## config.mk

```make
export PLATFORM = sky130hd
export DESIGN_NAME = capture_steer_top
export DESIGN_NICKNAME = d
export VERILOG_FILES = /design/src/capture_prescaler.v /design/src/pulse_steer.v /design/src/capture_steer_top.v
export VERILOG_INCLUDE_DIRS = /design/src
export SDC_FILE = /design/constraint.sdc
export NUM_CORES = 1
export LEC_CHECK = 0
export BUFFER_PORTS_ARGS = -buffer_cell sky130_fd_sc_hd__buf_2
export CAP_MARGIN = 25
export CORE_ASPECT_RATIO = 0.8
export CORE_MARGIN = 10
export CORE_UTILIZATION = 56
export CTS_CLUSTER_SIZE = 16
export DETAILED_ROUTE_END_ITERATION = 8
export GPL_ROUTABILITY_DRIVEN = 0
export PLACE_DENSITY = 0.89
export SYNTH_ARGS = -nofsm -noshare
export SYNTH_HDL_FRONTEND = slang
export SYNTH_SLANG_ARGS = --single-unit
```

## constraint.sdc

```tcl
create_clock -name I_REF_CLK -period 14.2 [get_ports I_REF_CLK]
set_input_delay 0.71 -clock I_REF_CLK [delete_from_list [all_inputs] [get_ports I_REF_CLK]]
set_output_delay 0.71 -clock I_REF_CLK [all_outputs]
set_load 0.02 [all_outputs]
```

## src/capture_steer_defines.vh

```
// Register map, field positions and reset values of the capture and
// pulse steering block. Included by every design file of the block.
`ifndef CAPTURE_STEER_DEFINES_VH
`define CAPTURE_STEER_DEFINES_VH

// Register indices; byte address is four times the index
`define IDX_STEER_3 12'hf1a
`define IDX_STEER_2 12'hfb9
`define IDX_STEER_1 12'hfbf
`define IDX_CTRL_1 12'h100
`define IDX_CTRL_2 12'h101
`define IDX_CTRL_3 12'h102
`define IDX_TSEL 12'h103
`define IDX_STATUS 12'h104
`define IDX_MASK 12'h105
`define IDX_CAP_1 12'h108
`define IDX_CAP_2 12'h109
`define IDX_CAP_3 12'h10a

// Unit control register fields
`define CTRL_MODE_LSB 0
`define CTRL_PXM_LSB 6
`define CTRL_WMASK 8'hcf
`define CTRL_RESET 8'h00

// Mode encodings
`define MODE_OFF 4'h0
`define MODE_CAP_FALL 4'h4
`define MODE_CAP_RISE 4'h5
`define MODE_CAP_R4 4'h6
`define MODE_CAP_R16 4'h7
`define MODE_HI_CAPTURE 2'h1
`define MODE_HI_PWM 2'h3
`define PXM_SINGLE 2'h0

// Steering register fields
`define STEER_COMPLEMENTARY_ASSIGN_LSB 6
`define STEER_SYNC_BIT 4
`define STEER_WMASK 8'hdf
`define STEER_RESET 8'h01

// Prescaler divisions
`define PRE_DIV_4 4'h3
`define PRE_DIV_16 4'hf

`endif

```

## src/capture_prescaler.v

```verilog
// Edge detector and event prescaler for one capture channel.
// Assumes i_level is already synchronised to i_clk.
`timescale 1ns/1ns
`include "capture_steer_defines.vh"

module capture_prescaler (
  input wire i_clk,
  input wire i_rst,
  input wire i_en,
  input wire i_level,
  input wire [3:0] i_mode,
  output reg o_capture,
  output reg o_swap
);

reg level_q;
reg [3:0] cnt_q;
reg [3:0] mode_q;
wire cap_mode = (i_mode[3:2] == `MODE_HI_CAPTURE);
wire was_cap = (mode_q[3:2] == `MODE_HI_CAPTURE);
wire rise = i_level & ~level_q;
wire fall = ~i_level & level_q;
wire event_hit = (i_mode == `MODE_CAP_FALL) ? fall : rise;
reg [3:0] last;

always @* begin
  case (i_mode)
    `MODE_CAP_R4: last = `PRE_DIV_4;
    `MODE_CAP_R16: last = `PRE_DIV_16;
    default: last = 4'h0;
  endcase
end

always @(posedge i_clk or posedge i_rst) begin
  if (i_rst) begin
    level_q <= 1'b0;
    cnt_q <= 4'h0;
    mode_q <= 4'h0;
    o_capture <= 1'b0;
    o_swap <= 1'b0;
  end else if (i_en) begin
    level_q <= i_level;
    mode_q <= i_mode;
    o_capture <= 1'b0;
    o_swap <= cap_mode & was_cap & (i_mode != mode_q);
    if (!cap_mode) begin
      cnt_q <= 4'h0;
    end else if (event_hit) begin
      if (cnt_q >= last) begin
        cnt_q <= 4'h0;
        o_capture <= 1'b1;
      end else begin
        cnt_q <= cnt_q + 4'h1;
      end
    end
  end
end

endmodule

```

## src/pulse_steer.v

```verilog
// Output steering for one unit: drives pins A to D from the PWM wave.
// Assumes wave, period end and instruction tick come from i_clk logic.
`timescale 1ns/1ns
`include "capture_steer_defines.vh"

module pulse_steer (
  input wire i_clk,
  input wire i_rst,
  input wire i_en,
  input wire [7:0] i_steer,
  input wire [3:0] i_mode,
  input wire [1:0] i_pxm,
  input wire i_wave,
  input wire i_period_end,
  input wire i_instr_tick,
  input wire [3:0] i_port_out,
  input wire [3:0] i_port_oe,
  output reg [3:0] o_pin_out,
  output reg [3:0] o_pin_oe
);

reg [7:0] act_q;
reg alt_q;
wire complementary_assign = |act_q[`STEER_COMPLEMENTARY_ASSIGN_LSB+1:`STEER_COMPLEMENTARY_ASSIGN_LSB];
wire sync = i_steer[`STEER_SYNC_BIT];
wire active = (i_mode[3:2] == `MODE_HI_PWM) & (i_pxm == `PXM_SINGLE);
wire [3:0] inv = {i_mode[0], i_mode[1], i_mode[0], i_mode[1]};
wire [3:0] pins = complementary_assign ? {2'b00, alt_q, ~alt_q} : act_q[3:0];
wire [3:0] steer_on = pins & {4{active}};

always @(posedge i_clk or posedge i_rst) begin
  if (i_rst) begin
    act_q <= `STEER_RESET;
    alt_q <= 1'b0;
    o_pin_out <= 4'h0;
    o_pin_oe <= 4'h0;
  end else if (i_en) begin
    if (sync ? i_period_end : i_instr_tick) begin
      act_q <= i_steer;
    end
    if (!complementary_assign) begin
      alt_q <= 1'b0;
    end else if (i_period_end) begin
      alt_q <= ~alt_q;
    end
    o_pin_out <= (steer_on & ({4{i_wave}} ^ inv)) | (~steer_on & i_port_out);
    o_pin_oe <= steer_on | (~steer_on & i_port_oe);
  end
end

endmodule

```

## src/capture_steer_top.v

```verilog
// Capture timebase select, capture prescaler and pulse steering for
// three units, with an Avalon-MM register slave and one interrupt.
// Assumes timers, PWM waves and period strobes come from I_REF_CLK
// logic; the capture pins are asynchronous.
`timescale 1ns/1ns
`include "capture_steer_defines.vh"

module capture_steer_top #(
  parameter UNITS = 3,
  parameter TMR_W = 16
) (
  input wire I_REF_CLK,
  input wire I_RST,
  input wire I_CLK_EN,
  input wire [13:0] I_AVS_ADDRESS,
  input wire I_AVS_READ,
  input wire I_AVS_WRITE,
  input wire [31:0] I_AVS_WRITEDATA,
  input wire [3:0] I_AVS_BYTEENABLE,
  output reg [31:0] O_AVS_READDATA,
  output reg O_AVS_WAITREQUEST,
  output reg O_IRQ,
  input wire [UNITS-1:0] I_CAPTURE_PIN,
  input wire [TMR_W-1:0] I_TIMER_A,
  input wire [TMR_W-1:0] I_TIMER_B,
  input wire [UNITS-1:0] I_PWM_WAVE,
  input wire [UNITS-1:0] I_PERIOD_END,
  input wire I_INSTR_TICK,
  input wire [4*UNITS-1:0] I_PORT_OUT,
  input wire [4*UNITS-1:0] I_PORT_OE,
  output wire [4*UNITS-1:0] O_PIN_OUT,
  output wire [4*UNITS-1:0] O_PIN_OE
);

////////////////////////////////////////////////////////////////////////
// Decoding

// One-hot unit owning a steering index
function [2:0] steer_hit;
  input [11:0] idx;
  begin
    steer_hit = {idx == `IDX_STEER_3,
                 idx == `IDX_STEER_2,
                 idx == `IDX_STEER_1};
  end
endfunction

// One-hot unit owning a control index
function [2:0] ctrl_hit;
  input [11:0] idx;
  begin
    ctrl_hit = {idx == `IDX_CTRL_3,
                idx == `IDX_CTRL_2,
                idx == `IDX_CTRL_1};
  end
endfunction

// One-hot unit owning a capture value index
function [2:0] cap_hit;
  input [11:0] idx;
  begin
    cap_hit = {idx == `IDX_CAP_3,
               idx == `IDX_CAP_2,
               idx == `IDX_CAP_1};
  end
endfunction

// One-hot shared register: {mask, status, timer select}
function [2:0] shared_hit;
  input [11:0] idx;
  begin
    shared_hit = {idx == `IDX_MASK,
                  idx == `IDX_STATUS,
                  idx == `IDX_TSEL};
  end
endfunction

////////////////////////////////////////////////////////////////////////
// Bus handshake

wire req = I_AVS_READ | I_AVS_WRITE;
wire [11:0] idx = I_AVS_ADDRESS[13:2];
wire aligned = (I_AVS_ADDRESS[1:0] == 2'b00);
wire accept = req & ~O_AVS_WAITREQUEST;
wire wr_acc = accept & I_AVS_WRITE & aligned & I_AVS_BYTEENABLE[0];
wire rd_acc = accept & I_AVS_READ & aligned;
wire [7:0] wbyte = I_AVS_WRITEDATA[7:0];

reg [8*UNITS-1:0] ctrl_q;
reg [8*UNITS-1:0] steer_q;
reg [UNITS-1:0] tsel_q;
reg [UNITS-1:0] status_q;
reg [UNITS-1:0] mask_q;
reg [UNITS-1:0] stat_seen_q;
reg [TMR_W*UNITS-1:0] cap_q;
reg [31:0] rd_d;
reg [UNITS-1:0] cap_sync1_q;
reg [UNITS-1:0] cap_sync2_q;
wire [UNITS-1:0] cap_pulse;
wire [UNITS-1:0] swap_pulse;
wire [2:0] steer_sel = steer_hit(idx);
wire [2:0] ctrl_sel = ctrl_hit(idx);
wire [2:0] cap_sel = cap_hit(idx);
wire [2:0] shared_sel = shared_hit(idx);

// A status read seen before its answer, and one answered now
wire stat_open = O_AVS_WAITREQUEST & I_AVS_READ & aligned & shared_sel[1];
wire stat_done = rd_acc & shared_sel[1];

// Write strobes of the shared registers
wire tsel_we = I_CLK_EN & wr_acc & shared_sel[0];
wire mask_we = I_CLK_EN & wr_acc & shared_sel[2];

// Bus answer as a one-hot state: idle, then one answer cycle
localparam ST_IDLE = 2'b01;
localparam ST_ANSWER = 2'b10;

reg [1:0] bus_q;
reg [1:0] bus_d;

always @* begin
  bus_d = bus_q;
  case (bus_q)
    ST_IDLE: begin
      if (req) begin
        bus_d = ST_ANSWER;
      end
    end
    ST_ANSWER: begin
      bus_d = ST_IDLE;
    end
    default: begin
      bus_d = ST_IDLE;
    end
  endcase
end

// Waitrequest follows the next state so it leaves a flop directly
always @(posedge I_REF_CLK or posedge I_RST) begin
  if (I_RST) begin
    bus_q <= ST_IDLE;
    O_AVS_WAITREQUEST <= 1'b1;
    O_AVS_READDATA <= 32'h0000_0000;
  end else if (I_CLK_EN) begin
    bus_q <= bus_d;
    O_AVS_WAITREQUEST <= ~bus_d[1];
    // Read data stand until the next read answer
    if (bus_d[1] && I_AVS_READ) begin
      O_AVS_READDATA <= rd_d;
    end
  end
end

////////////////////////////////////////////////////////////////////////
// Read mux

integer k;
always @* begin
  rd_d = 32'h0000_0000;
  if (aligned) begin
    for (k = 0; k < UNITS; k = k + 1) begin
      if (steer_sel[k]) begin
        rd_d[7:0] = steer_q[8*k +: 8] & `STEER_WMASK;
      end
      if (ctrl_sel[k]) begin
        rd_d[7:0] = ctrl_q[8*k +: 8] & `CTRL_WMASK;
      end
      if (cap_sel[k]) begin
        rd_d[TMR_W-1:0] = cap_q[TMR_W*k +: TMR_W];
      end
    end
    if (shared_sel[0]) begin
      rd_d[UNITS-1:0] = tsel_q;
    end
    if (shared_sel[1]) begin
      rd_d[UNITS-1:0] = status_q;
    end
    if (shared_sel[2]) begin
      rd_d[UNITS-1:0] = mask_q;
    end
  end
end

////////////////////////////////////////////////////////////////////////
// Shared registers

// Timer select and interrupt mask, written through byte zero
always @(posedge I_REF_CLK or posedge I_RST) begin
  if (I_RST) begin
    tsel_q <= {UNITS{1'b0}};
  end else if (tsel_we) begin
    tsel_q <= wbyte[UNITS-1:0];
  end
end

always @(posedge I_REF_CLK or posedge I_RST) begin
  if (I_RST) begin
    mask_q <= {UNITS{1'b0}};
  end else if (mask_we) begin
    mask_q <= wbyte[UNITS-1:0];
  end
end

////////////////////////////////////////////////////////////////////////
// Status and interrupt

// Status bits shown at the read's first cycle are the ones cleared
always @(posedge I_REF_CLK or posedge I_RST) begin
  if (I_RST) begin
    stat_seen_q <= {UNITS{1'b0}};
  end else if (I_CLK_EN) begin
    if (stat_open) begin
      stat_seen_q <= status_q;
    end
  end
end

// Capture and prescaler-swap events set flags
wire [UNITS-1:0] stat_set = cap_pulse | swap_pulse;
wire [UNITS-1:0] stat_clr = stat_done ? stat_seen_q : {UNITS{1'b0}};

// A new event wins over a clear in the same cycle
always @(posedge I_REF_CLK or posedge I_RST) begin
  if (I_RST) begin
    status_q <= {UNITS{1'b0}};
  end else if (I_CLK_EN) begin
    status_q <= (status_q & ~stat_clr) | stat_set;
  end
end

wire irq_d = |(status_q & mask_q);

always @(posedge I_REF_CLK or posedge I_RST) begin
  if (I_RST) begin
    O_IRQ <= 1'b0;
  end else if (I_CLK_EN) begin
    O_IRQ <= irq_d;
  end
end

////////////////////////////////////////////////////////////////////////
// Capture input sync

// Capture pins are asynchronous: two flops per pin before any logic
genvar s;
generate
  for (s = 0; s < UNITS; s = s + 1) begin : g_sync
    always @(posedge I_REF_CLK or posedge I_RST) begin
      if (I_RST) begin
        cap_sync1_q[s] <= 1'b0;
        cap_sync2_q[s] <= 1'b0;
      end else if (I_CLK_EN) begin
        cap_sync1_q[s] <= I_CAPTURE_PIN[s];
        cap_sync2_q[s] <= cap_sync1_q[s];
      end
    end
  end
endgenerate

////////////////////////////////////////////////////////////////////////
// Per-unit logic

genvar u;
generate
  for (u = 0; u < UNITS; u = u + 1) begin : g_unit
    wire [3:0] mode = ctrl_q[8*u + `CTRL_MODE_LSB +: 4];
    wire [1:0] output_config_field = ctrl_q[8*u + `CTRL_PXM_LSB +: 2];
    wire ctrl_we = I_CLK_EN & wr_acc & ctrl_sel[u];
    wire steer_we = I_CLK_EN & wr_acc & steer_sel[u];
    wire [TMR_W-1:0] tbase = tsel_q[u] ? I_TIMER_B : I_TIMER_A;

    always @(posedge I_REF_CLK or posedge I_RST) begin
      if (I_RST) begin
        ctrl_q[8*u +: 8] <= `CTRL_RESET;
      end else if (ctrl_we) begin
        ctrl_q[8*u +: 8] <= wbyte & `CTRL_WMASK;
      end
    end

    always @(posedge I_REF_CLK or posedge I_RST) begin
      if (I_RST) begin
        steer_q[8*u +: 8] <= `STEER_RESET;
      end else if (steer_we) begin
        steer_q[8*u +: 8] <= wbyte & `STEER_WMASK;
      end
    end

    always @(posedge I_REF_CLK or posedge I_RST) begin
      if (I_RST) begin
        cap_q[TMR_W*u +: TMR_W] <= {TMR_W{1'b0}};
      end else if (I_CLK_EN && cap_pulse[u]) begin
        cap_q[TMR_W*u +: TMR_W] <= tbase;
      end
    end

    capture_prescaler u_pre (
      .i_clk(I_REF_CLK),
      .i_rst(I_RST),
      .i_en(I_CLK_EN),
      .i_level(cap_sync2_q[u]),
      .i_mode(mode),
      .o_capture(cap_pulse[u]),
      .o_swap(swap_pulse[u])
    );

    pulse_steer u_steer (
      .i_clk(I_REF_CLK),
      .i_rst(I_RST),
      .i_en(I_CLK_EN),
      .i_steer(steer_q[8*u +: 8]),
      .i_mode(mode),
      .i_pxm(output_config_field),
      .i_wave(I_PWM_WAVE[u]),
      .i_period_end(I_PERIOD_END[u]),
      .i_instr_tick(I_INSTR_TICK),
      .i_port_out(I_PORT_OUT[4*u +: 4]),
      .i_port_oe(I_PORT_OE[4*u +: 4]),
      .o_pin_out(O_PIN_OUT[4*u +: 4]),
      .o_pin_oe(O_PIN_OE[4*u +: 4])
    );
  end
endgenerate

endmodule

```

======== After elaboration in Yosys (flattened, before gate mapping) ========
Index checks and enable logic that the tools add are counted.
word-level totals
  flip-flop bits (word level) ............. 206
  input bits .............................. 121
  output and inout bits ................... 58
  word-level logic and storage cells ...... 252
cells by class
  $add $sub $neg .......................... 3
  magnitude comparators ................... 3
  equal/unequal tests ..................... 41
  mux-type cells .......................... 55
  bitwise gates (word level) .............. 75
  reductions and logical operators ........ 24
operators by type and width
  kind                                                              number
  16-bit two-way mux                                                7
  12-bit by 9-bit == test with 1-bit output, second input constant  9
  4-bit bitwise AND                                                 12
  4-bit two-way mux                                                 12
  8-bit two-way mux                                                 6
  12-bit == test, second input constant                             3
  4-bit by 3-bit == test with 1-bit output, second input constant   9
  1-bit bitwise AND                                                 34
  4-bit OR                                                          6
  4-bit one-hot mux with 2 select lines                             3
  2-bit AND reduction                                               12
  1-bit two-way mux                                                 21
  2-bit by 1-bit == test with 1-bit output, second input constant   7
  2-bit inequality test, second input constant                      7
  4-bit by 1-bit adder with 4-bit output, second input constant     3
  4-bit >= comparator                                               3
  3-bit two-way mux                                                 4
  4-bit inequality test                                             3
  4-bit inverter                                                    3
  4-bit XOR                                                         3
  1-bit inverter                                                    11
  2-bit logical NOT                                                 4
  3-bit bitwise AND                                                 2
  2-bit == test, second input constant                              3
  7 further kinds                                                   14

======== Depth between registers and ports, before layout ========
  word-level depth ........................ 14
  mapped depth ............................ 9
  mapped depth without buffers ............ 9

======== Cells and area by module ========
Synthesis repeated with hierarchy kept, for this count alone.
unflattened totals
  cell total of the unflattened synthesis .. 1025
  area total of the unflattened synthesis .. 10726.5 µm²
modules (own cells, without submodules)
  module             times used  cells each  area each (µm²)  sequential area each (µm²)
  capture_steer_top  1           629         6507.5           3134.3
  pulse_steer        3           70          748.2            376.6
  capture_prescaler  3           62          658.1            275.3

======== Worst setup path after synthesis ========
OpenSTA, ideal clock, no wires.
  kind .................................... input port to flip-flop
  from .................................... input port I_AVS_ADDRESS[7]
  to ...................................... register ctrl_q[16]
  library setup time ...................... 0.125 ns
  arrival time ............................ 2.359 ns
  required time ........................... 14.075 ns
  slack ................................... 11.716 ns
  stages on the path ...................... 6
  buffers on the path ..................... 1
  path through ............................ or4b_1 -> buf_6 -> nor3_2 -> nand3b_1 -> nor2_2 -> mux2_2
between the ends
  longest elaborated chain between the ends .. 2
ends and longest elaborated chain
  what                                                 RTL line                 text
  start, declared                                      capture_steer_top.v:15   input wire [13:0] I_AVS_ADDRESS,
  12-bit by 9-bit == test with 1-bit output (no line)  --
  1-bit bitwise AND                                    capture_steer_top.v:268  wire ctrl_we = I_CLK_EN & wr_acc & ctrl_sel[u];
  end signal, assigned by index                        capture_steer_top.v:274  ctrl_q[8*u +: 8] <= `CTRL_RESET;
  end signal, assigned by index                        capture_steer_top.v:276  ctrl_q[8*u +: 8] <= wbyte & `CTRL_WMASK;
  end, declared                                        capture_steer_top.v:89   reg [8*UNITS-1:0] ctrl_q;
No other way between the ends.
A chain may end at the register's enable or synchronous reset.

======== Final worst setup path ========
  from .................................... input port I_CLK_EN
  to ...................................... register ctrl_q[9]
between the ends
  longest elaborated chain between the ends .. 2
ends and longest elaborated chain
  what                             RTL line                 text
  start, declared                  capture_steer_top.v:14   input wire I_CLK_EN,
  1-bit bitwise AND (2 in series)  capture_steer_top.v:268
No other way between the ends.

==> results.md <==
- The number of port buffers is 134.
- The clock network latency to the later pin of the worst-skew pair is 0.50 ns.
- The fmax is 320 MHz.
- In the routed design, unresolved DRC markers number 0.
- The switching power summed over all nets is 0.324 mW.
- The core area is 18200 sq um.
- The number of gates given a new drive strength after cts is 0.
- The top-level I/O count is 179.
- The most common cell in the synthesized netlist is sky130_fd_sc_hd__dfrtp_1.
- Final hold analysis gives a worst-case slack of 0.376 ns.
- The number of buffers added to fix hold violations after cts is 0.
- In this run the critical register-to-register path is captured at g_unit[0].u_pre.cnt_q[2]$_DFFE_PP0P_.
- The clock buffer count from CTS is 21.
- The proportion of layout cells with a drive suffix above 1 is 0.282.
- In the final routed layout, each cell accounts on average for 20.2 um.
- The register-to-register setup slack is 11.40 ns.
- The number of nets in the layout is 1239.
- The worst hold-check path type is input port to asynchronous set/reset pin.
- At the worst endpoint, the arrival time is 3.51 ns.
- CTS built an H-tree with a depth of 1.
- The number of global-route vias before repair came to 8220.
- The initial antenna violation count is 0.
- The mean area per synthesized cell is 10.5 sq um.
- The share of total power dissipated in the clock network is 0.419.
- Setup repair after global routing left no endpoint under its margin.
- The number of register bits inferred by synthesis is 203.
- The count of cell types in the netlist is 76.
- The capturing element type of the critical path is a flip-flop.
- Of the total power, combinational logic draws 0.099.
- The remaining antenna violation count after routing is 0.
- The transition at the pin with the smallest max-transition slack is 1.08 ns.
- The clock tree root buffer cell is sky130_fd_sc_hd__clkbuf_16.
- The largest net degree at the start of global routing is 136.
- The number of placed instances, taps included, is 1309.
- Power comes to 1.30 mW.
- The area share of the leading cell type in the synthesized netlist is 0.469.
- The first global-routing pass estimated 43200 um of wire.
- The count of non-filler cells in the finished layout is 1347.
- For this configuration, the core starts out at a cell density of 0.573.
- The global-route congestion overflow total is 0.
- The sum of buffers and inverters on the critical path is 1.
- The sequential share of power is 0.483.
- Registers take 5090 sq um.
- The instance count on the critical path is 5.
- In this run the power density over the cells is 110 nW/um^2.
- The die area is 24500 sq um.
- The HPWL reported at the end of detailed placement is 19400 um.
- For the final database, setup skew stands at 0.0104 ns.
- In this run the worst path has a maximum fanout of 95.
- In the synthesized netlist, the cells that appear most often are sky130_fd_sc_hd__dfrtp_1 (195), sky130_fd_sc_hd__mux2_2 (114), sky130_fd_sc_hd__nor2_1 (95).
- Clock-pin slew was measured on the worst setup and hold paths at 0.07 ns.
- Of the total power, the share spent switching nets is 0.249.
- In this run the static leakage power is 5.30 nW.
- The delay of the slowest cell on the worst path is 0.76 ns.
- The type of origin of the critical path is an input port.
- The layout filler cell count is 1369.
- The synthesized design spends more area on one cell type than any other, namely sky130_fd_sc_hd__dfrtp_1.
- TritonCTS built the clock tree.
- In this run the critical register-to-register path is launched from ctrl_q[2]$_DFFE_PP0P_.
- Max-cap violations in this run came to 0.
- The final hold violation count is 0.
- Measured in cells, the most critical reg-to-reg path has a length of 9.
- By area the synthesized netlist is led by sky130_fd_sc_hd__dfrtp_1 (47%), sky130_fd_sc_hd__mux2_2 (12%), sky130_fd_sc_hd__mux2i_1 (5.0%).
- The launching instance or port of the critical path is I_CLK_EN.
- The area of the multi-input gates is 4960 sq um.
- Among all stages on the critical path, the largest delay is contributed by sky130_fd_sc_hd__nor4_2.
- The layout overhead on the synthesized area is 14.0%.
- The width of the chip is 172 um.
- Walking the worst path, the cells encountered are buf_4 -> nor3b_2 -> nand3_1 -> nor4_2 -> mux2_2.
- The first routing iteration left 916 violations.
- The critical path is of the input port to flip-flop type.
- The first TritonRoute pass finished after 9 iterations.
- The via count is 8289.
- The end of the critical path is ctrl_q[9]$_DFFE_PP0P_.
- The routed design has 27200 um of wire.
- The vertical die dimension is 142 um.
- Post-CTS timing repair inserted 0 buffers for setup.
- The clock net in this run drives a total of 203 sinks.
- The setup TNS is 0 ns.
- Of the synthesized area, sequential elements account for 0.489.
- Counting along the longest clock path gives a buffer depth of 3.
- The post-layout utilization of the core is 0.652.
- The final count of pins violating max slew is 0.
- The count of mapped cells out of synthesis is 992.
- Yosys printed 0 warnings.
- At the worst endpoint, the required time is 14.58 ns.
- The worst pin sits at a relative slew slack of 0.280.
- The synthesized area is 10400 sq um.
- Yosys mapped a number of flops with a built-in enable equal to 0.
- In the synthesized netlist the async set-or-reset flop fraction comes to 1.00.
- Setup violations remaining at the end of the flow were counted as 0.
- The flow ran to the end, and the final reports show no timing, DRC or antenna violations.
- The internal power of the cells is 0.977 mW.
- The number of antenna diodes in the final layout is 0.
- The ratio of final minimum period to clock period is 0.220.
- The peak ir drop on the vdd network is 0.0863 mV.
- In this design, the largest share of critical-path delay is due to simple AND/OR/NAND/NOR gates.
- Dividing the detail-routed via count by the number of cells gives 6.15.
- For this run, the total global-route usage over all layers was measured as 0.218.
- The floorplan row count is 44.
- The clock period could shrink to 3.13 ns.
- Among all flip-flop cells after synthesis, the most frequent one is sky130_fd_sc_hd__dfrtp_1.
power groups by stage:
stage	registers, mW	clock network [mW]	logic, mW
2_1_floorplan	0.642	0	0.0755
3_3_place_gp	0.636	0	0.122
3_5_place_dp	0.638	0	0.127
4_1_cts	0.628	0.551	0.128
5_1_grt	0.631	0.573	0.142
6_report	0.628	0.545	0.128
layout make-up:
cell class | instances | area share
clock buffers | 29 | 0.0486
repair buffers | 140 | 0.0629
inverters | 24 | 0.00823
clock inverters | 8 | 0.00792
well taps | 230 | 0.0243
multi-input cells | 713 | 0.419
flip-flops and latches | 203 | 0.429
cell usage in the layout, fill, tap and decap left out, types with 11 or more instances in the layout:
| cell | instances |
|---|---|
| sky130_fd_sc_hd__clkbuf_16 | 21 |
| sky130_fd_sc_hd__inv_1 | 23 |
| sky130_fd_sc_hd__nand2_1 | 60 |
| sky130_fd_sc_hd__ha_1 | 15 |
| sky130_fd_sc_hd__nor2b_1 | 11 |
| sky130_fd_sc_hd__nand2b_1 | 18 |
| sky130_fd_sc_hd__nor3_1 | 24 |
| sky130_fd_sc_hd__nor2_1 | 95 |
| sky130_fd_sc_hd__mux2_2 | 114 |
| sky130_fd_sc_hd__conb_1 | 16 |
| sky130_fd_sc_hd__buf_2 | 133 |
| sky130_fd_sc_hd__nand3_1 | 22 |
| sky130_fd_sc_hd__dfrtp_1 | 195 |
| sky130_fd_sc_hd__a21oi_1 | 90 |
| sky130_fd_sc_hd__o21ai_0 | 43 |
| sky130_fd_sc_hd__mux2i_1 | 52 |
| sky130_fd_sc_hd__xor2_1 | 12 |
through the flow:
| step | cell area (sq um) | setup WS [ns] |
|---|---|---|
| final | 11900 | 11.07 |
| after global routing | 11900 | 10.92 |
| after CTS | 11800 | 11.13 |
| after detailed placement | 11200 | 10.63 |
| after global placement | 11100 | 10.73 |
| after floorplan | 10500 | 7.96 |
worst min path at each step:
stage,startpoint,endpoint,slack (ns),depth (start not counted)
after floorplan,g_unit[0].u_steer.alt_q$_DFFE_PP0P_,g_unit[0].u_steer.alt_q$_DFFE_PP0P_,0.44,1
after global placement,O_AVS_READDATA[5]$_DFFE_PP0P_,O_AVS_READDATA[5]$_DFFE_PP0P_,0.46,2
after detailed placement,g_unit[0].u_steer.alt_q$_DFFE_PP0P_,g_unit[0].u_steer.alt_q$_DFFE_PP0P_,0.46,1
after CTS,I_CAPTURE_PIN[1],cap_sync1_q[1]$_DFFE_PP0P_,0.43,2
after global routing,I_CAPTURE_PIN[1],cap_sync1_q[1]$_DFFE_PP0P_,0.44,2
final,I_RST,steer_q[15]$_DFFE_PP0P_,0.38,2
flip-flops by register name, indices dropped and copies added (netlist names), 12 cells and up:
register,flops
steer_q,21
g_unit.u_steer.o_pin_out,12
O_AVS_READDATA,16
g_unit.u_steer.o_pin_oe,12
g_unit.u_steer.act_q,18
cap_q,48
g_unit.u_pre.mode_q,12
ctrl_q,18
g_unit.u_pre.cnt_q,12
logic make-up after synthesis:
logic type	after synthesis	synth area share
simple gates	280	0.136
compound gates	224	0.133
flops	203	0.489
mux	166	0.173
buf+inv	91	0.0395
fa+ha+maj	15	0.0180
xor+xnor	12	0.0101
other cells	1	0.000361
layer usage:
layer,wire length [um],up-vias,global-route usage
met5,0,-,0
met3,2990,82,0.0615
met4,606,0,0.0494
met1,11100,4004,0.293
li1,-,3770,-
met2,12500,433,0.341
(Power assumes the default switching activity.)
